--- src/logic/cis_defs.svh ---
`ifndef CIS_DEFS_SVH
`define CIS_DEFS_SVH

// Source vector numbering: bit n of a source vector is vector number n
`define CIS_NSRC 16
`define CIS_SRC_IDX_W 4
// Vector numbers 0 (reset) and 1 (software interrupt) carry no hardware flag
`define CIS_HW_SRC_MASK 16'hFFFC
`define CIS_SWI_VEC_NUM 4'h1
// Vector n sits at top minus two times n; high byte at the lower address
`define CIS_VEC_TOP 16'hDFFE
`define CIS_VEC_LO_OFS 16'h0001

// Condition code register layout
`define CIS_CCR_I_BIT 3
`define CIS_CCR_RESET 8'h08

// Stack frame and instruction queue sizes
`define CIS_FRAME_BYTES 3'h5
`define CIS_FRAME_LAST 3'h4
`define CIS_QUEUE_LAST 3'h2

`endif

--- src/logic/cis_pkg.sv ---
package cis_pkg;

    typedef enum logic [2:0] {
        CIS_ST_IDLE,
        CIS_ST_PUSH,
        CIS_ST_VEC,
        CIS_ST_VWAIT,
        CIS_ST_POP,
        CIS_ST_PWAIT,
        CIS_ST_FILL,
        CIS_ST_FIN
    } cis_state_type;

    // Destination of a byte returned by a read cycle
    typedef enum logic [2:0] {
        CIS_TAG_CCR,
        CIS_TAG_A,
        CIS_TAG_X,
        CIS_TAG_PCH,
        CIS_TAG_PCL,
        CIS_TAG_VHI,
        CIS_TAG_VLO,
        CIS_TAG_QUEUE
    } cis_tag_type;

endpackage

--- src/logic/cis_sequencer.sv ---
`timescale 1ns/1ns
`include "cis_defs.svh"

// Behaviour
// RULE1: A hardware event pulse sets that source's read-only status flag.
// RULE2: A set flag requests the CPU only while its local enable is 1.
// RULE3: Maskable requests are taken only while the global mask bit is 0.
// RULE4: Reset sets the global mask bit, blocking every maskable source.
// RULE5: The response starts only at an instruction boundary.
// RULE6: Stack order is PC low, PC high, index low, accumulator, condition codes.
// RULE7: After stacking the global mask bit is set, preventing nesting.
// RULE8: The vector of the highest-priority request pending at fetch time is used.
// RULE9: After the vector, three program bytes fill the queue from the handler.
// RULE10: After stacking, stack pointer is one below the condition code byte.
// RULE11: Stacked PC is the address of the next main-program instruction.
// RULE12: Return unstacks in reverse order, then prefetches three bytes.
// RULE13: Index high byte is never stacked nor restored.
// RULE14: The source whose vector lies at the higher address wins.
// RULE15: Vector high byte is read at the lower address, low byte above.
// RULE16: Software interrupt runs the same cycle sequence as hardware.
// RULE17: Any vector fetch pulses the wake output, leaving every stop mode.
// RULE18: Software clears the causing flag before returning from the handler.
// RULE19: A request stays while flag and enable are set, drops on clear.
module cis_sequencer
    import cis_pkg::*;
(
    input wire logic i_clk,
    input wire logic i_rstn,
    input wire logic [15:0] i_event,
    input wire logic [15:0] i_flag_clr,
    input wire logic [15:0] i_enable,
    input wire logic i_insn_done,
    input wire logic i_swi,
    input wire logic i_rti,
    input wire logic i_ccr_wr,
    input wire logic [7:0] i_ccr_wdata,
    input wire logic [15:0] i_pc,
    input wire logic [15:0] i_sp,
    input wire logic [7:0] i_x,
    input wire logic [7:0] i_a,
    input wire logic [7:0] i_mem_rdata,
    output logic [15:0] o_flags,
    output logic [15:0] o_req,
    output logic o_irq,
    output logic o_busy,
    output logic [15:0] o_mem_addr,
    output logic [7:0] o_mem_wdata,
    output logic o_mem_we,
    output logic o_mem_re,
    output logic o_wake,
    output logic [3:0] o_vec_num,
    output logic [7:0] o_queue_data,
    output logic o_queue_valid,
    output logic o_done,
    output logic [15:0] o_pc,
    output logic [15:0] o_sp,
    output logic [7:0] o_x,
    output logic [7:0] o_a,
    output logic [7:0] o_ccr
);

    // Highest priority is the lowest vector number, the highest address
    function automatic logic [3:0] cis_pick(input logic [15:0] pend);
        logic [3:0] idx;
        idx = 4'hF;
        for (int n = 15; n >= 0; n--) begin
            if (pend[n]) begin
                idx = 4'(n); // RULE14
            end
        end
        return idx;
    endfunction

    // Address of the high byte of a vector
    function automatic logic [15:0] cis_vec_addr(input logic [3:0] num);
        return `CIS_VEC_TOP - {11'h000, num, 1'b0};
    endfunction

    cis_state_type state_r;
    cis_tag_type rd_tag_r;
    logic [2:0] cnt_r;
    logic [15:0] flags_r;
    logic [15:0] flags_nxt;
    logic [15:0] req_r;
    logic irq_r;
    logic [7:0] ccr_r;
    logic [15:0] pc_r;
    logic [15:0] sp_r;
    logic [7:0] x_r;
    logic [7:0] a_r;
    logic [7:0] ccr_save_r;
    logic [7:0] vec_hi_r;
    logic [3:0] src_r;
    logic [15:0] mem_addr_r;
    logic [7:0] mem_wdata_r;
    logic mem_we_r;
    logic mem_re_r;
    logic wake_r;
    logic [7:0] q_data_r;
    logic q_valid_r;
    logic done_r;
    logic busy_r;

    // Flag update: an event in the clearing cycle wins over the clear
    assign flags_nxt = ((flags_r & ~i_flag_clr) | i_event) & `CIS_HW_SRC_MASK; // RULE1 RULE18

    // Request qualification and boundary decision
    // A take needs idle state and a boundary strobe from the core.
    // Return beats software interrupt, which beats a hardware request.
    // The software interrupt ignores the mask bit, like the real opcode.
    // Hardware requests are gated by the global mask bit only here.
    wire [15:0] pending = flags_r & i_enable; // RULE2
    wire irq_ok = (|pending) && !ccr_r[`CIS_CCR_I_BIT]; // RULE3
    wire take_rti = (state_r == CIS_ST_IDLE) && i_insn_done && i_rti; // RULE5
    wire take_swi = (state_r == CIS_ST_IDLE) && i_insn_done && !i_rti && i_swi; // RULE16
    wire take_irq = (state_r == CIS_ST_IDLE) && i_insn_done && !i_rti && !i_swi && irq_ok;
    wire [3:0] now_pick = cis_pick(pending);
    wire [3:0] vec_num = (src_r != `CIS_SWI_VEC_NUM && (|pending)) ? now_pick : src_r; // RULE8
    wire last_frame = (cnt_r == `CIS_FRAME_LAST);
    wire last_fill = (cnt_r == `CIS_QUEUE_LAST);

    // Byte pushed at each frame step
    // The step counter walks the frame from program counter low downward in memory.
    // Index high is left out on purpose; handlers save it themselves.
    wire [7:0] push_byte = (cnt_r == 3'h0) ? pc_r[7:0] :
                           (cnt_r == 3'h1) ? pc_r[15:8] :
                           (cnt_r == 3'h2) ? x_r :
                           (cnt_r == 3'h3) ? a_r : ccr_save_r; // RULE6 RULE13
    wire [15:0] push_addr = sp_r - {13'h0000, cnt_r};
    wire [15:0] pop_addr = sp_r + {13'h0000, cnt_r} + 16'h0001;
    // Reverse order of the frame on return
    wire cis_tag_type pop_tag = (cnt_r == 3'h0) ? CIS_TAG_CCR :
                                (cnt_r == 3'h1) ? CIS_TAG_A :
                                (cnt_r == 3'h2) ? CIS_TAG_X :
                                (cnt_r == 3'h3) ? CIS_TAG_PCH : CIS_TAG_PCL; // RULE12

    // Status flags and request lines
    always_ff @(posedge i_clk or negedge i_rstn) begin
        if (!i_rstn) begin
            flags_r <= 16'h0000;
            req_r <= 16'h0000;
            irq_r <= 1'b0;
        end else begin
            flags_r <= flags_nxt; // RULE1
            req_r <= flags_nxt & i_enable; // RULE19
            irq_r <= |(flags_nxt & i_enable); // RULE2
        end
    end

    // Sequencer state and step counter
    // Entry: five pushes, two vector reads, one wait, three queue reads.
    // Return: five pops, one wait, three queue reads.
    // The counter is cleared wherever a phase restarts its numbering.
    always_ff @(posedge i_clk or negedge i_rstn) begin
        if (!i_rstn) begin
            state_r <= CIS_ST_IDLE;
            cnt_r <= 3'h0;
        end else begin
            cnt_r <= cnt_r + 3'h1;
            case (state_r)
                CIS_ST_IDLE: begin
                    cnt_r <= 3'h0;
                    if (take_rti) begin
                        state_r <= CIS_ST_POP;
                    end else if (take_swi || take_irq) begin
                        state_r <= CIS_ST_PUSH; // RULE16
                    end
                end
                CIS_ST_PUSH: begin
                    if (last_frame) begin
                        state_r <= CIS_ST_VEC;
                        cnt_r <= 3'h0;
                    end
                end
                CIS_ST_VEC: begin
                    if (cnt_r == 3'h1) begin
                        state_r <= CIS_ST_VWAIT;
                    end
                end
                CIS_ST_POP: begin
                    if (last_frame) begin
                        state_r <= CIS_ST_PWAIT;
                    end
                end
                CIS_ST_VWAIT, CIS_ST_PWAIT: begin
                    state_r <= CIS_ST_FILL;
                    cnt_r <= 3'h0;
                end
                CIS_ST_FILL: begin
                    if (last_fill) begin
                        state_r <= CIS_ST_FIN; // RULE9
                    end
                end
                default: begin
                    state_r <= CIS_ST_IDLE;
                end
            endcase
        end
    end

    // Memory cycle issue; every command shows on the port the next cycle
    always_ff @(posedge i_clk or negedge i_rstn) begin
        if (!i_rstn) begin
            mem_addr_r <= 16'h0000;
            mem_wdata_r <= 8'h00;
            mem_we_r <= 1'b0;
            mem_re_r <= 1'b0;
            rd_tag_r <= CIS_TAG_CCR;
            wake_r <= 1'b0;
            src_r <= 4'h0;
        end else begin
            mem_we_r <= 1'b0;
            mem_re_r <= 1'b0;
            wake_r <= 1'b0;
            case (state_r)
                CIS_ST_IDLE: begin
                    src_r <= take_swi ? `CIS_SWI_VEC_NUM : now_pick;
                end
                CIS_ST_PUSH: begin
                    mem_addr_r <= push_addr; // RULE6
                    mem_wdata_r <= push_byte;
                    mem_we_r <= 1'b1;
                end
                CIS_ST_VEC: begin
                    if (cnt_r == 3'h0) begin
                        src_r <= vec_num; // RULE8
                        mem_addr_r <= cis_vec_addr(vec_num); // RULE15
                        rd_tag_r <= CIS_TAG_VHI;
                        wake_r <= 1'b1; // RULE17
                    end else begin
                        mem_addr_r <= cis_vec_addr(src_r) + `CIS_VEC_LO_OFS; // RULE15
                        rd_tag_r <= CIS_TAG_VLO;
                    end
                    mem_re_r <= 1'b1;
                end
                CIS_ST_POP: begin
                    mem_addr_r <= pop_addr; // RULE12
                    rd_tag_r <= pop_tag;
                    mem_re_r <= 1'b1;
                end
                CIS_ST_FILL: begin
                    mem_addr_r <= pc_r + {13'h0000, cnt_r}; // RULE9 RULE12
                    rd_tag_r <= CIS_TAG_QUEUE;
                    mem_re_r <= 1'b1;
                end
                default: begin
                    mem_re_r <= 1'b0;
                end
            endcase
        end
    end

    // CPU register image: loaded at the boundary, updated by the sequence
    always_ff @(posedge i_clk or negedge i_rstn) begin
        if (!i_rstn) begin
            pc_r <= 16'h0000;
            sp_r <= 16'h0000;
            x_r <= 8'h00;
            a_r <= 8'h00;
            ccr_save_r <= 8'h00;
            vec_hi_r <= 8'h00;
        end else begin
            if (take_rti || take_swi || take_irq) begin
                pc_r <= i_pc; // RULE11
                sp_r <= i_sp;
                x_r <= i_x;
                a_r <= i_a;
                ccr_save_r <= ccr_r;
            end else if (state_r == CIS_ST_PUSH && last_frame) begin
                sp_r <= sp_r - {13'h0000, `CIS_FRAME_BYTES}; // RULE10
            end else if (state_r == CIS_ST_POP && last_frame) begin
                sp_r <= sp_r + {13'h0000, `CIS_FRAME_BYTES}; // RULE12
            end
            if (mem_re_r) begin
                case (rd_tag_r)
                    CIS_TAG_A: a_r <= i_mem_rdata;
                    CIS_TAG_X: x_r <= i_mem_rdata;
                    CIS_TAG_PCH: pc_r[15:8] <= i_mem_rdata;
                    CIS_TAG_PCL: pc_r[7:0] <= i_mem_rdata;
                    CIS_TAG_VHI: vec_hi_r <= i_mem_rdata;
                    CIS_TAG_VLO: pc_r <= {vec_hi_r, i_mem_rdata}; // RULE15
                    default: vec_hi_r <= vec_hi_r;
                endcase
            end
        end
    end

    // Condition codes: mask bit set on reset and after stacking
    // The old value is already in the frame image, so setting it is safe.
    // Software writes are held off while a sequence runs.
    always_ff @(posedge i_clk or negedge i_rstn) begin
        if (!i_rstn) begin
            ccr_r <= `CIS_CCR_RESET; // RULE4
        end else if (state_r == CIS_ST_PUSH && last_frame) begin
            ccr_r[`CIS_CCR_I_BIT] <= 1'b1; // RULE7
        end else if (mem_re_r && rd_tag_r == CIS_TAG_CCR) begin
            ccr_r <= i_mem_rdata; // RULE12
        end else if (i_ccr_wr && state_r == CIS_ST_IDLE) begin
            ccr_r <= i_ccr_wdata;
        end
    end

    // Queue bytes and completion handshake toward the core
    // Busy rises the cycle after a take and falls the cycle after the final state.
    always_ff @(posedge i_clk or negedge i_rstn) begin
        if (!i_rstn) begin
            q_data_r <= 8'h00;
            q_valid_r <= 1'b0;
            done_r <= 1'b0;
            busy_r <= 1'b0;
        end else begin
            q_valid_r <= mem_re_r && rd_tag_r == CIS_TAG_QUEUE; // RULE9
            if (mem_re_r && rd_tag_r == CIS_TAG_QUEUE) begin
                q_data_r <= i_mem_rdata;
            end
            done_r <= (state_r == CIS_ST_FIN);
            busy_r <= (state_r != CIS_ST_IDLE && state_r != CIS_ST_FIN) ||
                      take_rti || take_swi || take_irq;
        end
    end

    assign o_flags = flags_r;
    assign o_req = req_r;
    assign o_irq = irq_r;
    assign o_busy = busy_r;
    assign o_mem_addr = mem_addr_r;
    assign o_mem_wdata = mem_wdata_r;
    assign o_mem_we = mem_we_r;
    assign o_mem_re = mem_re_r;
    assign o_wake = wake_r;
    assign o_vec_num = src_r;
    assign o_queue_data = q_data_r;
    assign o_queue_valid = q_valid_r;
    assign o_done = done_r;
    assign o_pc = pc_r;
    assign o_sp = sp_r;
    assign o_x = x_r;
    assign o_a = a_r;
    assign o_ccr = ccr_r;

endmodule

--- config.mk ---
export PLATFORM = sky130hd
export DESIGN_NAME = cis_sequencer
export DESIGN_NICKNAME = d
export VERILOG_FILES = /design/src/logic/cis_pkg.sv /design/src/logic/cis_sequencer.sv
export VERILOG_INCLUDE_DIRS = /design/src /design/src/logic
export SDC_FILE = /design/constraint.sdc
export NUM_CORES = 1
export LEC_CHECK = 0
export ABC_AREA = 1
export ABC_CLOCK_PERIOD_IN_PS = 7960
export BUFFER_PORTS_ARGS = -buffer_cell sky130_fd_sc_hd__buf_2
export CORE_MARGIN = 2
export CORE_UTILIZATION = 47
export DETAILED_ROUTE_END_ITERATION = 8
export PLACE_DENSITY = 0.71
export SLEW_MARGIN = 20
export SYNTH_ARGS = -nofsm -noshare
export SYNTH_HDL_FRONTEND = slang
export SYNTH_SLANG_ARGS = --single-unit
--- constraint.sdc ---
create_clock -name i_clk -period 7.96 [get_ports i_clk]
set_input_delay 0.796 -clock i_clk [delete_from_list [all_inputs] [get_ports i_clk]]
set_output_delay 0.796 -clock i_clk [all_outputs]
set_load 0.05 [all_outputs]
Yosys cells after proc, flatten, opt, wreduce, memory -nomap -nowiden
Index checks and enable logic that the tools add are counted.
- bits in registers: 154
- output and inout port bits: 131
- word-level logic and storage cells: 169
- equality and inequality tests: 26
- bitwise gates (word level): 6
- add/sub/neg operators: 10
- reduce and logical (&&, ||, !) cells: 43
- multiplexer cells: 60
- operator list (operator ; number):
    2-to-1 mux 8 bit ; 13
    2-to-1 mux 16 bit ; 6
    case mux 16 bit (4 select lines) ; 1
    bitwise AND 16 bit ; 3
    2-to-1 mux 3 bit ; 15
    2-to-1 mux 4 bit ; 11
    adder 16 x 1 -> 16 bit, second input constant ; 2
    adder 16 x 3 -> 16 bit ; 2
    OR reduction 16 bit ; 2
    subtractor 15 x 6 -> 16 bit, first input constant ; 2
    equality test 3 bit, second input constant ; 9
    equality test 3 x 2 -> 1 bit, second input constant ; 6
    case mux 3 bit (6 select lines) ; 1
    adder 16 x 3 -> 16 bit, second input constant ; 1
    NOT 16 bit ; 1
    bitwise OR 16 bit ; 1
    case mux 8 bit (2 select lines) ; 1
    subtractor 16 x 3 -> 16 bit ; 1
    subtractor 16 x 3 -> 16 bit, second input constant ; 1
    logical AND 1 bit ; 14
    nonzero test 3 bit ; 4
    inequality test 2 bit, second input constant ; 5
    equality test 3 x 1 -> 1 bit, second input constant ; 3
    logical NOT 3 bit ; 3
    18 further kinds ; 37

Depth between registers and ports, before layout
- word-level depth: 20
- gate-level depth with buffers: 20
- depth with buffers taken out: 20

Worst setup path before layout
Ideal clock, no wire load.
- kind: reg2reg
- start: register cnt_r[1]
- end: register sp_r[10] (netlist: o_sp[10])
- clock period less this slack: 2.900 ns
- arrival time: 2.772 ns
- cell stages (with the launch flop): 17
- library setup time: 0.129 ns
- buffers on the path: 0
- setup slack: 5.060 ns
- cell sequence: dfrtp_1 inv_1 ha_1 nand2_1 nor2_4 inv_1 fa_1 inv_1 nand3_1 nand2_1 a21boi_0 o21ai_0 a21oi_1 xor2_1 nand2_1 nand3_1 o21ai_0
- word-level cells in the longest chain between the ends: 4
- elaborated cells on any way between the ends: 6
- classes of those cells: eq/ne (1); mux (2); reduce/logical (3)
- RTL lines (what ; line ; source):
    start: declaration ; cis_sequencer.sv:81 ; logic [2:0] cnt_r;
    start signal: assignment ; cis_sequencer.sv:159 ; cnt_r <= cnt_r + 3'h1;
    equality test 3 bit (no source line) * ; -- ;
    logical AND 1 bit ; cis_sequencer.sv:269 ; end else if (state_r == CIS_ST_PUSH && last_frame) begin
    2-to-1 mux 16 bit ; cis_sequencer.sv:269 ;
    2-to-1 mux 16 bit ; cis_sequencer.sv:263 ; if (take_rti || take_swi || take_irq) begin
    end signal: assignment ; cis_sequencer.sv:265 ; sp_r <= i_sp;
    end signal: assignment ; cis_sequencer.sv:270 ; sp_r <= sp_r - {13'h0000, `CIS_FRAME_BYTES};
    end signal: assignment ; cis_sequencer.sv:272 ; sp_r <= sp_r + {13'h0000, `CIS_FRAME_BYTES};
    end: declaration ; cis_sequencer.sv:88 ; logic [15:0] sp_r;
Every way passes the cells marked *; elsewhere a longest branch is shown, timed or not.
A chain may end at the register's enable or synchronous reset.

Worst setup path in the final report
- start: register state_r[0]
- end: register sp_r[13] (netlist: o_sp[13])
- word-level cells in the longest chain between the ends: 7
- elaborated cells on any way between the ends: 16
- classes of those cells: eq/ne (2); mux (2); reduce/logical (12)
- RTL lines (what ; line ; source):
    start: declaration ; cis_sequencer.sv:79 ; cis_state_type state_r;
    start signal: assignment ; cis_sequencer.sv:156 ; state_r <= CIS_ST_IDLE;
    start signal: assignment ; cis_sequencer.sv:164 ; state_r <= CIS_ST_POP;
    start signal: assignment ; cis_sequencer.sv:166 ; state_r <= CIS_ST_PUSH;
    logical NOT 3 bit ; cis_sequencer.sv:114, cis_sequencer.sv:115, cis_sequencer.sv:116 ;
    logical AND 1 bit ; cis_sequencer.sv:114, cis_sequencer.sv:115, cis_sequencer.sv:116 ;
    logical AND 1 bit ; cis_sequencer.sv:115, cis_sequencer.sv:116 ;
    logical AND 1 bit, on equally long branches ; cis_sequencer.sv:115, cis_sequencer.sv:116 ;
    logical OR 1 bit / logical AND 1 bit (equally long branches) ; cis_sequencer.sv:263, cis_sequencer.sv:116 ;
    logical OR 1 bit ; cis_sequencer.sv:263 ;
    nonzero test 3 bit (no source line) / 2-to-1 mux 16 bit (equally long branches) ; -- ;
Parallel ways exist; a longest one is shown, timed or not.

==> impl_results.md <==
* Global routing usage summed across all routing layers at 0.2870
* Peak supply drop at 0.2338 mV
* Floorplan core area at 0.01927 mm^2
* Total CTS buffers at 17
* Total of endpoints with negative setup slack in the final report at 0
* Worst Skew at 10.05 ps
* Vias in the first global route at 8,679
* Number of vias per cell at 5.323
* Yosys reg bits at 152
* Max capacitance violation total at 0
* Initial Utilization at 0.4747
* Synthesized instance count at 1,256
* Clock network fraction of total power at 0.155
* Synth unique cells at 49
* DPL Wire Length at 22,070 um
* RSZ-0062 raised after global routing: false
* Fraction of power spent switching nets at 0.5605
* Largest net degree at the start of global routing at 102
* Area share of the largest cell type after synthesis at 0.4131
* Average size of a mapped cell at 7.283 um^2
* Critical path required time at 8260 ps
* Slew @ Worst Pin at 1045 ps
* Overflow left after global routing at 0
* Post-CTS clock slew at the launch and capture registers of the worst setup and hold paths at 70 ps
* Per-cell routed wire length at 16.86 um
* Synthesis warning total at 0
* Max-slew headroom at the worst pin at 0.3006
* Count of nets left with antenna violations after detail routing at 0
* Leading cell types by total area after synthesis: sky130_fd_sc_hd__dfrtp_1 41%, sky130_fd_sc_hd__nand2_1 13%, sky130_fd_sc_hd__o21ai_0 9.3%
* Max Fclk at 229.7 MHz
* Internal power at 2.313 mW
* Maximum fanout count along the critical path at 21
* Horizontal extent of the die at 143.5 um
* Setup WS post-layout at 3606 ps
* Clock root cell: sky130_fd_sc_hd__clkbuf_16
* Fraction of the cycle the final worst path needs at 0.5470
* Post-synthesis cell type with the largest combined area: sky130_fd_sc_hd__dfrtp_1
* Number of levels in the clock H-tree at 4
* Post_cts resized at 0
* Io pins at 249
* First-pass GRT wire length at 45,480 um
* Pins over their slew limit at 0
* Lkg Pwr at 5.915 nW
* Sequential cell fraction of total power at 0.275
* Initial antenna violation count at 0
* Fin Hold WS at 469.8 ps
* Part of the power in combinational logic at 0.571
* Sinks on Clock Net at 152
* Number of setup buffers added after CTS at 0
* Layout cell share with drive strength beyond 1 at 0.2030
* Area growth from synthesis to layout at 21.12%
* Leading register cell type out of synthesis: sky130_fd_sc_hd__dfrtp_1
* Antenna cells at 0
* Vertical die dimension at 143.5 um
* Worst Reg-to-Reg Cells at 15
* Worst Setup Slack post-DPL at 3746 ps
* Gp weighted congestion at 0.9290
* Remaining design rule violation count at 0
* Final routed wirelength across all metal layers at 29,550 um
* Number of rows created at floorplan at 51
* Kind of launch point of the worst setup path: flip-flop
* TritonRoute pass-1 iters at 5
* Endpoint type of the worst setup path: flip-flop
* Clock network latency to the later pin of the worst-skew pair at 430 ps
* Tmin final at 4354 ps
* Setup TNS at 0 ps
* Category of the critical setup timing path: reg2reg
* Status: finished clean
* Reported net switching power at 2.949 mW
* Clock tree from TritonCTS: built
* Cts hold-fix bufs at 0
* Number of enable flip-flop cells after synthesis at 0
* Share of synthesized area occupied by flip-flops and latches at 0.4159
* Hold WC Path Type: in2async
* Count of buffers from port buffering at 238
* Filler cells at 1,897
* Register-to-Register Setup Slack at 3610 ps
* Arrival @ worst endpoint at 4660 ps
* Total standard cell area after synthesis at 0.009148 mm^2
* Bufs on Longest Clock Path at 2
* Hold Fails Final Rpt at 0
* Count of routing violations after the opening detailed-route iteration at 774
* Number of nets at the end of the flow at 1,625
* Total power at 5.262 mW
* Pwr/cell area at 474.9 mW/mm^2
* Detailed-route via count at 9,332
* Die Area at 0.02060 mm^2
* Utilization of the core after routing at 0.5749
* Share of flip-flops with an asynchronous set or reset at 1.000
[final cells by class]
cell class              instances  area (um^2)  share of cell area
multi-input cells             883         4464              0.4029
flip-flops and latches        152         3805              0.3434
repair buffers                240         1212              0.1094
inverters                     181        679.4             0.06132
clock buffers                  17        425.4             0.03840
well taps                     265        331.6             0.02993
clock inverters                15        161.4             0.01457
[power by group through the flow]
stage	sequential (mW)	combinational (mW)	clock (mW)
3_3_place_gp	1.44	2.93	0
3_5_place_dp	1.45	2.97	0
6_report	1.45	3.00	0.813
2_1_floorplan	2.22	1.38	0
5_1_grt	1.48	3.29	0.859
4_1_cts	1.43	2.99	0.826
[state kept, by name, indices dropped and copies added, names as in the netlist, 14 cells and up]
name	count
o_mem_addr	16
o_flags	14
o_pc	16
o_sp	16
o_req	14
[routing by layer]
metal  vias to the layer above  global-route usage  part of all wire
li1                       4555                   -                 -
met1                      4351              0.3865              0.42
met2                       360              0.4546              0.47
met3                        66             0.04798             0.064
met4                         0              0.1316             0.041
met5                         -                   0                 0
[worst max-delay path: stages, from the launching register on]
cell and delay (ps):
sky130_fd_sc_hd__dfrtp_1 610, sky130_fd_sc_hd__nand2_1 130, sky130_fd_sc_hd__nor2_2 440, sky130_fd_sc_hd__inv_2 350, sky130_fd_sc_hd__nor2_4 530, sky130_fd_sc_hd__inv_1 290, sky130_fd_sc_hd__ha_1 430, sky130_fd_sc_hd__nand2_1 60
sky130_fd_sc_hd__o21ai_0 470, sky130_fd_sc_hd__nand3_1 180, sky130_fd_sc_hd__nand3_1 190, sky130_fd_sc_hd__nand3_1 120, sky130_fd_sc_hd__nand3_1 90, sky130_fd_sc_hd__nand3_1 80, sky130_fd_sc_hd__o211ai_1 140, sky130_fd_sc_hd__o21ai_1 110
[synth_stat cells, types with 3 or more instances]
cell type                  count
sky130_fd_sc_hd__a21boi_0      3
sky130_fd_sc_hd__dfrtp_1     151
sky130_fd_sc_hd__a21oi_1      55
sky130_fd_sc_hd__ha_1         28
sky130_fd_sc_hd__o22ai_1       3
sky130_fd_sc_hd__nor3_1        9
sky130_fd_sc_hd__inv_2         8
sky130_fd_sc_hd__fa_1          4
sky130_fd_sc_hd__or2_1         3
sky130_fd_sc_hd__o21ai_1       3
sky130_fd_sc_hd__a21o_1        3
sky130_fd_sc_hd__nor2_2        8
sky130_fd_sc_hd__nor2_4        3
sky130_fd_sc_hd__clkbuf_1     21
sky130_fd_sc_hd__nand3_1     105
sky130_fd_sc_hd__xor2_1        8
sky130_fd_sc_hd__xnor2_1       3
sky130_fd_sc_hd__inv_1       171
sky130_fd_sc_hd__nand4_1      12
sky130_fd_sc_hd__o221ai_1      5
sky130_fd_sc_hd__nand2_1     315
sky130_fd_sc_hd__o211ai_1     22
sky130_fd_sc_hd__buf_4         8
sky130_fd_sc_hd__nor2_1       84
sky130_fd_sc_hd__or2_2         5
sky130_fd_sc_hd__a31oi_1       6
sky130_fd_sc_hd__buf_2        10
sky130_fd_sc_hd__o21ai_0     170
[final timing paths]
check | end | start
worst max-delay path | o_sp[13] | state_r[0]
worst min-delay path | o_flags[14] | i_rstn
worst max register to register | o_sp[13] | state_r[0]
worst min register to register | o_mem_wdata[2] | o_mem_wdata[2]
max in group asynchronous | o_sp[10] | i_rstn
min in group i_clk | o_mem_wdata[2] | o_mem_wdata[2]
[through the flow]
step	instance area [um^2]	cells
global route	11080	1753
global placement	10490	1721
floorplan	9159	1259
detailed placement	10490	1721
CTS	11080	1753
finish	11080	1753
[layout by cell type (no fill, tap or decap), types with 3 or more instances in the layout]
master and n:
sky130_fd_sc_hd__a21boi_0 3, sky130_fd_sc_hd__a21o_1 3, sky130_fd_sc_hd__a21oi_1 55, sky130_fd_sc_hd__a31oi_1 6, sky130_fd_sc_hd__buf_2 237, sky130_fd_sc_hd__clkbuf_16 17
sky130_fd_sc_hd__clkinv_4 3, sky130_fd_sc_hd__conb_1 4, sky130_fd_sc_hd__dfrtp_1 151, sky130_fd_sc_hd__fa_1 4, sky130_fd_sc_hd__ha_1 28, sky130_fd_sc_hd__inv_1 171
sky130_fd_sc_hd__inv_2 8, sky130_fd_sc_hd__inv_6 3, sky130_fd_sc_hd__inv_8 4, sky130_fd_sc_hd__nand2_1 315, sky130_fd_sc_hd__nand3_1 105, sky130_fd_sc_hd__nand4_1 12
sky130_fd_sc_hd__nor2_1 83, sky130_fd_sc_hd__nor2_2 9, sky130_fd_sc_hd__nor2_4 3, sky130_fd_sc_hd__nor3_1 9, sky130_fd_sc_hd__o211ai_1 22, sky130_fd_sc_hd__o21ai_0 170
sky130_fd_sc_hd__o21ai_1 3, sky130_fd_sc_hd__o221ai_1 5, sky130_fd_sc_hd__o22ai_1 3, sky130_fd_sc_hd__or2_1 3, sky130_fd_sc_hd__or2_2 5, sky130_fd_sc_hd__xnor2_1 3
sky130_fd_sc_hd__xor2_1 8
[cells by family (layout without fill, tap and decap cells)]
| group | after synthesis | after routing | synth area share |
|---|---|---|---|
| compound gates | 286 | 286 | 0.1736 |
| simple gates | 550 | 550 | 0.2550 |
| xor+xnor | 11 | 11 | 0.01053 |
| other cells | 1 | 4 | 0.0004099 |
| buf+inv | 224 | 453 | 0.09753 |
| fa+ha+maj | 32 | 32 | 0.04705 |
| flops | 152 | 152 | 0.4159 |
Power figures use the tool's default switching activity.
